$ cat src/verilog/rwf_pkg.sv
// How it works
// [RULE1] style field picks pulse or level wake
// [RULE2] pulse length code gives 8/16/32/64 cycles
// [RULE3] level wake holds until clear bit written
// [RULE4] software sets receive feature enable first
// [RULE5] unicast enable raises interrupt per unicast frame
// [RULE6] broadcast enable raises interrupt per broadcast frame
// [RULE7] pattern enable raises interrupt on pattern match
// [RULE8] magic enable raises interrupt on magic packet
// [RULE9] wake status flags latch, clear on read
// [RULE10] bad crc and sfd error flags, clear on read
// [RULE11] enabled events drive wake; others only flag
package rwf_pkg;
    // register indices and their byte addresses on the bus
    localparam logic [11:0] CFG_INDEX = 12'h134;
    localparam logic [11:0] STATUS_INDEX = 12'h135;
    localparam logic [11:0] MASK_INDEX = 12'h136;
    localparam logic [11:0] CFG_ADDR = 12'(CFG_INDEX * 4);
    localparam logic [11:0] STATUS_ADDR = 12'(STATUS_INDEX * 4);
    localparam logic [11:0] MASK_ADDR = 12'(MASK_INDEX * 4);
    // config field positions
    localparam int unsigned CFG_MAGIC_BIT = 0;
    localparam int unsigned CFG_PATTERN_BIT = 1;
    localparam int unsigned CFG_BCAST_BIT = 2;
    localparam int unsigned CFG_UCAST_BIT = 4;
    localparam int unsigned CFG_FEATURE_BIT = 7;
    localparam int unsigned CFG_STYLE_BIT = 8;
    localparam int unsigned CFG_LEN_LO = 9;
    localparam int unsigned CFG_CLEAR_BIT = 11;
    // status field positions
    localparam int unsigned ST_MAGIC_BIT = 0;
    localparam int unsigned ST_PATTERN_BIT = 1;
    localparam int unsigned ST_BCAST_BIT = 2;
    localparam int unsigned ST_UCAST_BIT = 4;
    localparam int unsigned ST_CRC_BIT = 6;
    localparam int unsigned ST_SFD_BIT = 7;
    // reset values and writable bits
    localparam logic [15:0] CFG_RESET = 16'h0000;
    localparam logic [15:0] CFG_WRITABLE = 16'h0797;
    localparam logic [7:0] STATUS_RESET = 8'h00;
    localparam logic [7:0] MASK_RESET = 8'h00;
    // wake output styles
    localparam logic STYLE_PULSE = 1'h0;
    localparam logic STYLE_LEVEL = 1'h1;
    // shortest wake pulse in clock cycles, doubled per length code
    localparam logic [6:0] WAKE_PULSE_BASE = 7'h08;
    // bus responses
    localparam logic [1:0] RESP_OKAY = 2'h0;
    localparam logic [1:0] RESP_SLVERR = 2'h2;
    // wake output state
    typedef enum logic [1:0]
    {
        WK_IDLE = 2'b00,
        WK_PULSE = 2'b01,
        WK_LEVEL = 2'b10
    } rwf_wake_state_e;
endpackage

$ cat src/verilog/rwf_sticky_flags.sv
`timescale 1ns/1ps
// sticky event flags, all cleared by one read strobe; a set wins over the clear
module rwf_sticky_flags
    import rwf_pkg::*;
#(
    parameter int unsigned WIDTH = 8
)
(
    // clock and reset
    input wire logic aclk,
    input wire logic aresetn,
    // events and clear
    input wire logic [WIDTH-1:0] set,
    input wire logic clear_read,
    // flags
    output logic [WIDTH-1:0] flags
);
    genvar i;
    // one flop per flag
    generate
        for (i = 0; i < WIDTH; i++)
        begin : g_flag
            always_ff @(posedge aclk)
            begin
                if (!aresetn)
                    flags[i] <= 1'b0;
                else if (set[i])
                    flags[i] <= 1'b1; // RULE9
                else if (clear_read)
                    flags[i] <= 1'b0; // RULE10
            end
        end
    endgenerate
endmodule

$ cat src/verilog/rwf_wake_out.sv
`timescale 1ns/1ps
// wake output generator: timed pulse or held level
module rwf_wake_out
    import rwf_pkg::*;
(
    // clock and reset
    input wire logic aclk,
    input wire logic aresetn,
    // control
    input wire logic fire,
    input wire logic style,
    input wire logic [1:0] len_code,
    input wire logic level_clear,
    // wake pin level
    output logic wake_out
);
    rwf_wake_state_e state; // current output state
    logic [6:0] remain; // pulse cycles left minus one
    logic [6:0] pulse_cycles; // pulse length for the current code
    logic [6:0] run_cnt; // helper: cycles high since last fire
    logic [6:0] run_want; // helper: length latched at fire
    logic run_style; // helper: style latched at fire

    // 8, 16, 32 or 64 cycles
    assign pulse_cycles = 7'(WAKE_PULSE_BASE << len_code); // RULE2

    // state and output flop; a fire retriggers and beats a clear
    always_ff @(posedge aclk)
    begin
        if (!aresetn)
        begin
            state <= WK_IDLE;
            remain <= 7'h00;
            wake_out <= 1'b0;
        end
        else if (fire)
        begin
            if (style == STYLE_LEVEL) // RULE1
                state <= WK_LEVEL;
            else
                state <= WK_PULSE;
            remain <= pulse_cycles - 7'h01; // RULE2
            wake_out <= 1'b1;
        end
        else
        begin
            case (state)
                WK_PULSE:
                begin
                    // count down, drop after the last cycle
                    if (remain == 7'h00)
                    begin
                        state <= WK_IDLE;
                        wake_out <= 1'b0;
                    end
                    else
                        remain <= remain - 7'h01;
                end
                WK_LEVEL:
                begin
                    // hold until software clears
                    if (level_clear)
                    begin
                        state <= WK_IDLE; // RULE3
                        wake_out <= 1'b0;
                    end
                end
                default:
                begin
                    state <= WK_IDLE;
                    wake_out <= 1'b0;
                end
            endcase
        end
    end

    // helper for the length check
    always_ff @(posedge aclk)
    begin
        if (!aresetn)
        begin
            run_cnt <= 7'h00;
            run_want <= 7'h00;
            run_style <= 1'b0;
        end
        else if (fire)
        begin
            run_cnt <= 7'h00;
            run_want <= pulse_cycles;
            run_style <= style;
        end
        else if (wake_out && run_cnt != 7'h7F)
            run_cnt <= run_cnt + 7'h01;
    end

    property p_pulse_len;
        @(posedge aclk) disable iff (!aresetn)
        $fell(wake_out) && run_style == STYLE_PULSE |-> run_cnt == run_want;
    endproperty
    a_pulse_len: assert property (p_pulse_len) // RULE2
        else $error("wake pulse length wrong");

    property p_level_hold;
        @(posedge aclk) disable iff (!aresetn)
        state == WK_LEVEL && !level_clear |=> wake_out;
    endproperty
    a_level_hold: assert property (p_level_hold) // RULE3
        else $error("level wake dropped without clear");

    property p_level_clear;
        @(posedge aclk) disable iff (!aresetn)
        state == WK_LEVEL && level_clear && !fire |=> !wake_out ##1 (!wake_out || $past(fire));
    endproperty
    a_level_clear: assert property (p_level_clear) // RULE3
        else $error("level wake not cleared");

    property p_fire_style;
        @(posedge aclk) disable iff (!aresetn)
        fire |=> wake_out && (state == ($past(style) ? WK_LEVEL : WK_PULSE)) [*1];
    endproperty
    a_fire_style: assert property (p_fire_style) // RULE1
        else $error("wake style not followed");

    c_pulse_long: cover property (@(posedge aclk) disable iff (!aresetn)
        $fell(wake_out) && run_want == 7'h40);
    c_level_clear: cover property (@(posedge aclk) disable iff (!aresetn)
        state == WK_LEVEL && level_clear);
endmodule

$ cat src/verilog/rwf_rx_wake_filter.sv
`timescale 1ns/1ps
// receive wake filter: registers, event flags, interrupt and wake pin
module rwf_rx_wake_filter
    import rwf_pkg::*;
(
    // clock and reset
    input wire logic aclk,
    input wire logic aresetn,
    // axi4-lite write address
    input wire logic [11:0] s_axi_awaddr,
    input wire logic [2:0] s_axi_awprot,
    input wire logic s_axi_awvalid,
    output logic s_axi_awready,
    // axi4-lite write data
    input wire logic [31:0] s_axi_wdata,
    input wire logic [3:0] s_axi_wstrb,
    input wire logic s_axi_wvalid,
    output logic s_axi_wready,
    // axi4-lite write response
    output logic [1:0] s_axi_bresp,
    output logic s_axi_bvalid,
    input wire logic s_axi_bready,
    // axi4-lite read address
    input wire logic [11:0] s_axi_araddr,
    input wire logic [2:0] s_axi_arprot,
    input wire logic s_axi_arvalid,
    output logic s_axi_arready,
    // axi4-lite read data
    output logic [31:0] s_axi_rdata,
    output logic [1:0] s_axi_rresp,
    output logic s_axi_rvalid,
    input wire logic s_axi_rready,
    // one-cycle frame events from the receive path
    input wire logic rx_unicast_frame,
    input wire logic rx_broadcast_frame,
    input wire logic rx_pattern_match,
    input wire logic rx_magic_packet,
    input wire logic rx_bad_crc,
    input wire logic rx_frame_start_error,
    // outputs to the system
    output logic remote_wake,
    output logic irq
);
    // write channel holding
    logic aw_held; // address captured, waiting for data
    logic w_held; // data captured, waiting for address
    logic [11:0] aw_addr; // captured write address
    logic [31:0] w_data; // captured write data
    logic [3:0] w_strb; // captured byte enables
    logic do_write; // write performed this cycle

    // registers
    logic [15:0] rx_filter_config; // config, bit 11 never stored
    logic [7:0] rx_filter_irq_mask; // interrupt mask
    logic [7:0] rx_filter_status; // sticky status flags

    // decoded config fields
    logic unicast_wake_en;
    logic broadcast_wake_en;
    logic pattern_wake_en;
    logic magic_wake_en;
    logic rx_feature_enable;
    logic wake_output_style;
    logic [1:0] wake_pulse_length;
    logic wake_level_clear; // one-cycle pulse from a write of bit 11

    // event handling
    logic [7:0] status_set; // events into the sticky flags
    logic [7:0] wake_enables; // per status bit, wake enable
    logic wake_fire; // an enabled wake event this cycle
    logic status_read; // read of the status register taken
    logic [7:0] irq_pending; // flags allowed onto the interrupt

    // ready when the matching holding slot is free
    assign s_axi_awready = !aw_held;
    assign s_axi_wready = !w_held;
    // a read is taken only when no read answer is outstanding
    assign s_axi_arready = !s_axi_rvalid;
    // both halves present and the last response gone
    assign do_write = aw_held && w_held && !s_axi_bvalid;

    // capture write address
    always_ff @(posedge aclk)
    begin
        if (!aresetn)
        begin
            aw_held <= 1'b0;
            aw_addr <= 12'h000;
        end
        else if (s_axi_awvalid && s_axi_awready)
        begin
            aw_held <= 1'b1;
            aw_addr <= s_axi_awaddr;
        end
        else if (do_write)
            aw_held <= 1'b0;
    end

    // capture write data
    always_ff @(posedge aclk)
    begin
        if (!aresetn)
        begin
            w_held <= 1'b0;
            w_data <= 32'h00000000;
            w_strb <= 4'h0;
        end
        else if (s_axi_wvalid && s_axi_wready)
        begin
            w_held <= 1'b1;
            w_data <= s_axi_wdata;
            w_strb <= s_axi_wstrb;
        end
        else if (do_write)
            w_held <= 1'b0;
    end

    // write response, slave error for unmapped addresses
    always_ff @(posedge aclk)
    begin
        if (!aresetn)
        begin
            s_axi_bvalid <= 1'b0;
            s_axi_bresp <= RESP_OKAY;
        end
        else if (do_write)
        begin
            s_axi_bvalid <= 1'b1;
            // status is read-only but decodes, so writes to it succeed
            if (aw_addr == CFG_ADDR || aw_addr == STATUS_ADDR || aw_addr == MASK_ADDR)
                s_axi_bresp <= RESP_OKAY;
            else
                s_axi_bresp <= RESP_SLVERR;
        end
        else if (s_axi_bready)
            s_axi_bvalid <= 1'b0;
    end

    // config register: byte lanes 0 and 1, only defined bits kept
    always_ff @(posedge aclk)
    begin
        if (!aresetn)
            rx_filter_config <= CFG_RESET;
        else if (do_write && aw_addr == CFG_ADDR)
        begin
            if (w_strb[0])
                rx_filter_config[7:0] <= w_data[7:0] & CFG_WRITABLE[7:0];
            if (w_strb[1])
                rx_filter_config[15:8] <= w_data[15:8] & CFG_WRITABLE[15:8];
        end
    end

    // mask register: byte lane 0
    always_ff @(posedge aclk)
    begin
        if (!aresetn)
            rx_filter_irq_mask <= MASK_RESET;
        else if (do_write && aw_addr == MASK_ADDR && w_strb[0])
            rx_filter_irq_mask <= w_data[7:0];
    end

    // self-clearing level clear: exists only in the cycle of the write
    assign wake_level_clear = do_write && aw_addr == CFG_ADDR && w_strb[1]
        && w_data[CFG_CLEAR_BIT]; // RULE3

    // field decode
    assign unicast_wake_en = rx_filter_config[CFG_UCAST_BIT];
    assign broadcast_wake_en = rx_filter_config[CFG_BCAST_BIT];
    assign pattern_wake_en = rx_filter_config[CFG_PATTERN_BIT];
    assign magic_wake_en = rx_filter_config[CFG_MAGIC_BIT];
    assign rx_feature_enable = rx_filter_config[CFG_FEATURE_BIT];
    assign wake_output_style = rx_filter_config[CFG_STYLE_BIT];
    assign wake_pulse_length = rx_filter_config[CFG_LEN_LO+1:CFG_LEN_LO];

    // events feed the flags whether enabled or not; wake and crc
    // detection only run with the receive features on
    always_comb
    begin
        status_set = 8'h00;
        status_set[ST_UCAST_BIT] = rx_feature_enable && rx_unicast_frame; // RULE4
        status_set[ST_BCAST_BIT] = rx_feature_enable && rx_broadcast_frame;
        status_set[ST_PATTERN_BIT] = rx_feature_enable && rx_pattern_match;
        status_set[ST_MAGIC_BIT] = rx_feature_enable && rx_magic_packet; // RULE9
        status_set[ST_CRC_BIT] = rx_feature_enable && rx_bad_crc; // RULE10
        status_set[ST_SFD_BIT] = rx_frame_start_error; // RULE10
    end

    // wake enable per status bit; error flags never wake
    always_comb
    begin
        wake_enables = 8'h00;
        wake_enables[ST_UCAST_BIT] = unicast_wake_en; // RULE5
        wake_enables[ST_BCAST_BIT] = broadcast_wake_en; // RULE6
        wake_enables[ST_PATTERN_BIT] = pattern_wake_en; // RULE7
        wake_enables[ST_MAGIC_BIT] = magic_wake_en; // RULE8
    end

    // only enabled events drive the wake pin
    assign wake_fire = |(status_set & wake_enables); // RULE11

    // read of the status register clears it
    assign status_read = s_axi_arvalid && s_axi_arready && s_axi_araddr == STATUS_ADDR;

    // sticky flags
    rwf_sticky_flags #(
        .WIDTH(8)
    ) u_flags (
        .aclk(aclk),
        .aresetn(aresetn),
        .set(status_set),
        .clear_read(status_read),
        .flags(rx_filter_status)
    );

    // wake pin generator
    rwf_wake_out u_wake (
        .aclk(aclk),
        .aresetn(aresetn),
        .fire(wake_fire),
        .style(wake_output_style),
        .len_code(wake_pulse_length),
        .level_clear(wake_level_clear),
        .wake_out(remote_wake)
    );

    // interrupt: wake flags need their enable and the mask, errors the mask
    assign irq_pending = rx_filter_status & rx_filter_irq_mask
        & (wake_enables | 8'hC0); // RULE5 RULE6 RULE7 RULE8

    // level interrupt output from a flop
    always_ff @(posedge aclk)
    begin
        if (!aresetn)
            irq <= 1'b0;
        else
            irq <= |irq_pending;
    end

    // read data path, value sampled when the address is taken
    always_ff @(posedge aclk)
    begin
        if (!aresetn)
        begin
            s_axi_rvalid <= 1'b0;
            s_axi_rdata <= 32'h00000000;
            s_axi_rresp <= RESP_OKAY;
        end
        else if (s_axi_arvalid && s_axi_arready)
        begin
            s_axi_rvalid <= 1'b1;
            s_axi_rresp <= RESP_OKAY;
            case (s_axi_araddr)
                // bit 11 reads back as zero, it is never stored
                CFG_ADDR:
                    s_axi_rdata <= {16'h0000, rx_filter_config};
                STATUS_ADDR:
                    s_axi_rdata <= {24'h000000, rx_filter_status}; // RULE9
                MASK_ADDR:
                    s_axi_rdata <= {24'h000000, rx_filter_irq_mask};
                default:
                begin
                    s_axi_rdata <= 32'h00000000;
                    s_axi_rresp <= RESP_SLVERR;
                end
            endcase
        end
        else if (s_axi_rready)
            s_axi_rvalid <= 1'b0;
    end

    property p_ucast_irq;
        @(posedge aclk) disable iff (!aresetn)
        rx_unicast_frame && rx_feature_enable && unicast_wake_en
            && rx_filter_irq_mask[ST_UCAST_BIT] && !status_read |=> ##1 irq;
    endproperty
    a_ucast_irq: assert property (p_ucast_irq) // RULE5
        else $error("unicast frame raised no interrupt");

    property p_bcast_irq;
        @(posedge aclk) disable iff (!aresetn)
        rx_broadcast_frame && rx_feature_enable && broadcast_wake_en
            && rx_filter_irq_mask[ST_BCAST_BIT] && !status_read |-> ##2 irq;
    endproperty
    a_bcast_irq: assert property (p_bcast_irq) // RULE6
        else $error("broadcast frame raised no interrupt");

    property p_pattern_irq;
        @(posedge aclk) disable iff (!aresetn)
        rx_pattern_match && rx_feature_enable && pattern_wake_en
            && rx_filter_irq_mask[ST_PATTERN_BIT] |=> rx_filter_status[ST_PATTERN_BIT]
            ##1 irq || $past(status_read);
    endproperty
    a_pattern_irq: assert property (p_pattern_irq) // RULE7
        else $error("pattern match raised no interrupt");

    property p_magic_wake;
        @(posedge aclk) disable iff (!aresetn)
        rx_magic_packet && rx_feature_enable && magic_wake_en |=> remote_wake;
    endproperty
    a_magic_wake: assert property (p_magic_wake) // RULE8
        else $error("magic packet gave no wake");

    property p_no_wake_disabled;
        @(posedge aclk) disable iff (!aresetn)
        !remote_wake && !wake_fire |=> !remote_wake;
    endproperty
    a_no_wake_disabled: assert property (p_no_wake_disabled) // RULE11
        else $error("wake rose without an enabled event");

    property p_read_clears;
        @(posedge aclk) disable iff (!aresetn)
        status_read && status_set == 8'h00 |=> rx_filter_status == 8'h00 && s_axi_rvalid;
    endproperty
    a_read_clears: assert property (p_read_clears) // RULE9
        else $error("status not cleared by read");

    property p_error_flags;
        @(posedge aclk) disable iff (!aresetn)
        rx_frame_start_error || (rx_bad_crc && rx_feature_enable)
            |=> rx_filter_status[ST_SFD_BIT] || rx_filter_status[ST_CRC_BIT];
    endproperty
    a_error_flags: assert property (p_error_flags) // RULE10
        else $error("error flag not latched");

    // frame start errors flag even with the receive features off
    property p_sfd_flag;
        @(posedge aclk) disable iff (!aresetn)
        rx_frame_start_error |=> rx_filter_status[ST_SFD_BIT];
    endproperty
    a_sfd_flag: assert property (p_sfd_flag) // RULE10
        else $error("frame start error flag not latched");

    property p_irq_follows;
        @(posedge aclk) disable iff (!aresetn)
        irq_pending == 8'h00 |=> !irq;
    endproperty
    a_irq_follows: assert property (p_irq_follows)
        else $error("interrupt high with nothing pending");

    c_write_cfg: cover property (@(posedge aclk) disable iff (!aresetn)
        do_write && aw_addr == CFG_ADDR);
    c_status_read: cover property (@(posedge aclk) disable iff (!aresetn)
        status_read && rx_filter_status != 8'h00);
    c_irq: cover property (@(posedge aclk) disable iff (!aresetn) $rose(irq));
endmodule

$ cat config.mk
export PLATFORM = sky130hd
export DESIGN_NAME = rwf_rx_wake_filter
export DESIGN_NICKNAME = d
export VERILOG_FILES = /design/src/verilog/rwf_pkg.sv /design/src/verilog/rwf_sticky_flags.sv /design/src/verilog/rwf_wake_out.sv /design/src/verilog/rwf_rx_wake_filter.sv
export SDC_FILE = /design/constraint.sdc
export NUM_CORES = 1
export LEC_CHECK = 0
export ABC_AREA = 1
export BUFFER_PORTS_ARGS = -buffer_cell sky130_fd_sc_hd__buf_2
export CORE_MARGIN = 3
export CORE_UTILIZATION = 50
export CTS_CLUSTER_DIAMETER = 150
export DETAILED_ROUTE_END_ITERATION = 7
export PLACE_DENSITY = 0.8
export SYNTH_ARGS = -nofsm -noshare
export SYNTH_HDL_FRONTEND = slang
export SYNTH_SLANG_ARGS = --single-unit
$ cat constraint.sdc
create_clock -name aclk -period 2.5 [get_ports aclk]
set_input_delay 0.75 -clock aclk [delete_from_list [all_inputs] [get_ports aclk]]
set_output_delay 0.75 -clock aclk [all_outputs]
set_load 0.1 [all_outputs]
==> impl_metrics.ini <==
[cts]
tritoncts = yes
cts_max_level = 3
cts_root_buf = clkbuf_8
clk_pin_slew_ns = 0.08
numCtsBuffers = 9
ctsResizeCount = 0
cts_num_sinks = 76
hold_buffers = 0
postCtsSetupBuffers = 0
clock_path_buffers = 2
clkLatencyLatePin_ns = 0.35

[critical_path]
cp.arrival_ns = 1.23
slowest_delay_ns = 0.45
path_class = reg -> out
r2r-start = rx_filter_config[7]
worstSetupStartpoint = w_held
endpoint_kind = output pin
critPathSlowestCell = buf_2
crit_family = buffers and inverters
cp_max_fo = 3
cp_cell_sequence = inv_1, buf_2
start_kind = flip-flop
cp.required_ns = 1.75
cp_num_buf_inv = 2

[final_layout]
finalNetCount = 626
drive_above_1_share_pct = 20.33
diodes = 0
syn_to_final_growth_pct = 14.95

[synthesis]
synthTopCellsByArea = dfxtp_1 44%, nand2_1 8.6%, o21ai_0 7.7%
yosysMostFrequentCell = nand2_1
yosys_warnings = 0
syn_area_sq_um = 3490
ys_types = 34
ys_top_cells_by_count = 80 x nand2_1, 76 x dfxtp_1, 57 x nor2_1, 54 x o21ai_0, 51 x a21oi_1
ys_seq_elements = 76
synthArstFlopShare_pct = 0
synth.top_cell.area_share_pct = 43.60
syn_inst = 478
synth_ff_type = dfxtp_1
synth_area_per_cell_sq_um = 7.300
synth_area_leader_cell = dfxtp_1
ys_seq_area_share_pct = 43.60
synth_edf_count = 0

[sta]
rsz0062_at_grt = no
tightest_slew_ns = 0.5654
fin_crit_sh_pct = 79.30
post-route-min-period_ns = 1.983
slew_viol_final = 0
fin_ws_ns = 0.5174
setup-tns-final_ns = 0
slew_headroom_pct = 62.17
setup_viol = 0
finalHoldViolations = 0
fmax_mhz = 504.4
holdWs_ns = 0.4513
skew_ns = 0.008691

[detailed_routing]
drt-pass1-iter-count = 4
drt-initial-drc-count = 141
totalWireLength_um = 7535
via_per_inst = 4.932
vias = 3176
drc_errors = 0
antenna_left = 0
wl_per_cell_um = 11.70

[grt]
grt_pass1_wl_um = 12760
grt-ovfl-total = 0
antenna_found_initial = 0
grt_pass1_vias = 2967
grt_usage_pct = 20.20
grt_max_degree = 59

[power_and_ir_drop]
peakVddDrop_mv = 0.3322
p_per_area_nw_per_um2 = 657.7
p_leak_nw = 1.804

[floorplanning]
die_x_um = 89.54
die_y_um = 89.54
io_pins = 122
core_sq_um = 6568
initial_core_util_pct = 53.13
fp-row-count = 29
dieArea_sq_um = 8017

[hold_path]
hp-start = w_data[6]
hold_class = reg -> reg

[flow_run]
max_cap_viol_count = 0

[placement]
io_buffers = 70
dp_hpwl_um = 5471
gp_congestion = 0.8333
post-place-ws_ns = 0.3661

[outcome]
status = complete, no violations
flip-flops by register name, summed over array words and instances, names as in the netlist:
name / count
aw_addr: 12
w_data: 12
s_axi_rdata: 11
rx_filter_config: 8
rx_filter_irq_mask: 8
u_wake.remain: 7
u_flags.flags: 6
u_wake.state: 2
w_strb: 2
aw_held: 1
irq: 1
s_axi_bresp: 1
s_axi_bvalid: 1
s_axi_rresp: 1
s_axi_rvalid: 1
u_wake.wake_out: 1
w_held: 1
worst register-to-register path: stages (launching register included):
cell and delay, ns:
dfxtp_1 0.58, nand3_1 0.19, nand2_4 0.15, nor2_8 0.05
buf_4 0.18, nand2_1 0.07, nand2_1 0.07, nor2_1 0.20
nand2_1 0.08, nand2_1 0.06, nand3_1 0.06, nand2_1 0.07
inv_1 0.03
power breakdown:
| part | total, mW | switching (mW) | internal (mW) |
|---|---|---|---|
| sequential | 1.28 | 0.0224 | 1.26 |
| combinational | 0.436 | 0.360 | 0.0759 |
| clock | 0.921 | 0.460 | 0.461 |
cells by family (layout without fill, tap and decap cells):
| family | count (synthesis) | after routing | synth area share, % |
|---|---|---|---|
| other | 1 | 23 | 0.1075 |
| adder cells (fa/ha/maj) | 1 | 1 | 0.3585 |
| AND/OR/NAND/NOR | 198 | 198 | 26.25 |
| AO/OA/AOI/OAI | 115 | 115 | 17.14 |
| flip-flops | 76 | 76 | 43.60 |
| buffers and inverters | 87 | 138 | 12.55 |
path summary, 6_finish.rpt:
path	slack, ns	end	cells after the start
worst min register to register	0.45	rx_filter_irq_mask[6]	2
worst min-delay path	0.45	rx_filter_irq_mask[6]	2
worst max register to register	0.63	u_wake.remain[6]	12
worst max-delay path	0.52	s_axi_wready	2
layer usage:
| layer | global-route usage [%] | up-vias | routed length (um) |
|---|---|---|---|
| li1 | - | 1653 | - |
| met1 | 26.18 | 1408 | 3525 |
| met2 | 32.58 | 101 | 3414 |
| met3 | 4.516 | 14 | 432 |
| met4 | 7.984 | 0 | 162 |
| met5 | 0 | - | 0 |
area by class of cell:
class / count / area (sq um)
fillers: 602 / 2556
multi-input cells: 337 / 1613
flip-flops and latches: 76 / 1523
repair buffers: 75 / 387.9
inverters: 47 / 180.2
clock buffers: 10 / 127.6
well taps: 93 / 116.4
clock inverters: 6 / 63.81
per-stage QoR:
| stage | utilization (%) | cells | instance area, sq um | power, mW |
|---|---|---|---|---|
| 6_report | 61.08 | 644 | 4011 | 2.638 |
| 5_1_grt | 61.08 | 644 | 4011 | 2.740 |
| 4_1_cts | 61.08 | 644 | 4011 | 2.654 |
| 3_5_place_dp | 58.16 | 628 | 3820 | 1.743 |
| 3_3_place_gp | 58.16 | 628 | 3820 | 1.736 |
| 2_1_floorplan | - | 500 | 3577 | 1.688 |
cells in the final DEF, fill, tap and decap left out, drive strengths merged, types with 2 or more instances in the layout:
cell,instances
dfxtp,76
clkbuf,10
o21a,3
nand2,83
nand3,40
inv,46
o21ai,57
buf,75
a21oi,52
nand4,2
nor3,9
conb,23
clkinv,3
nor2,62
clkinvlp,3
Power figures use the tool's default switching activity.
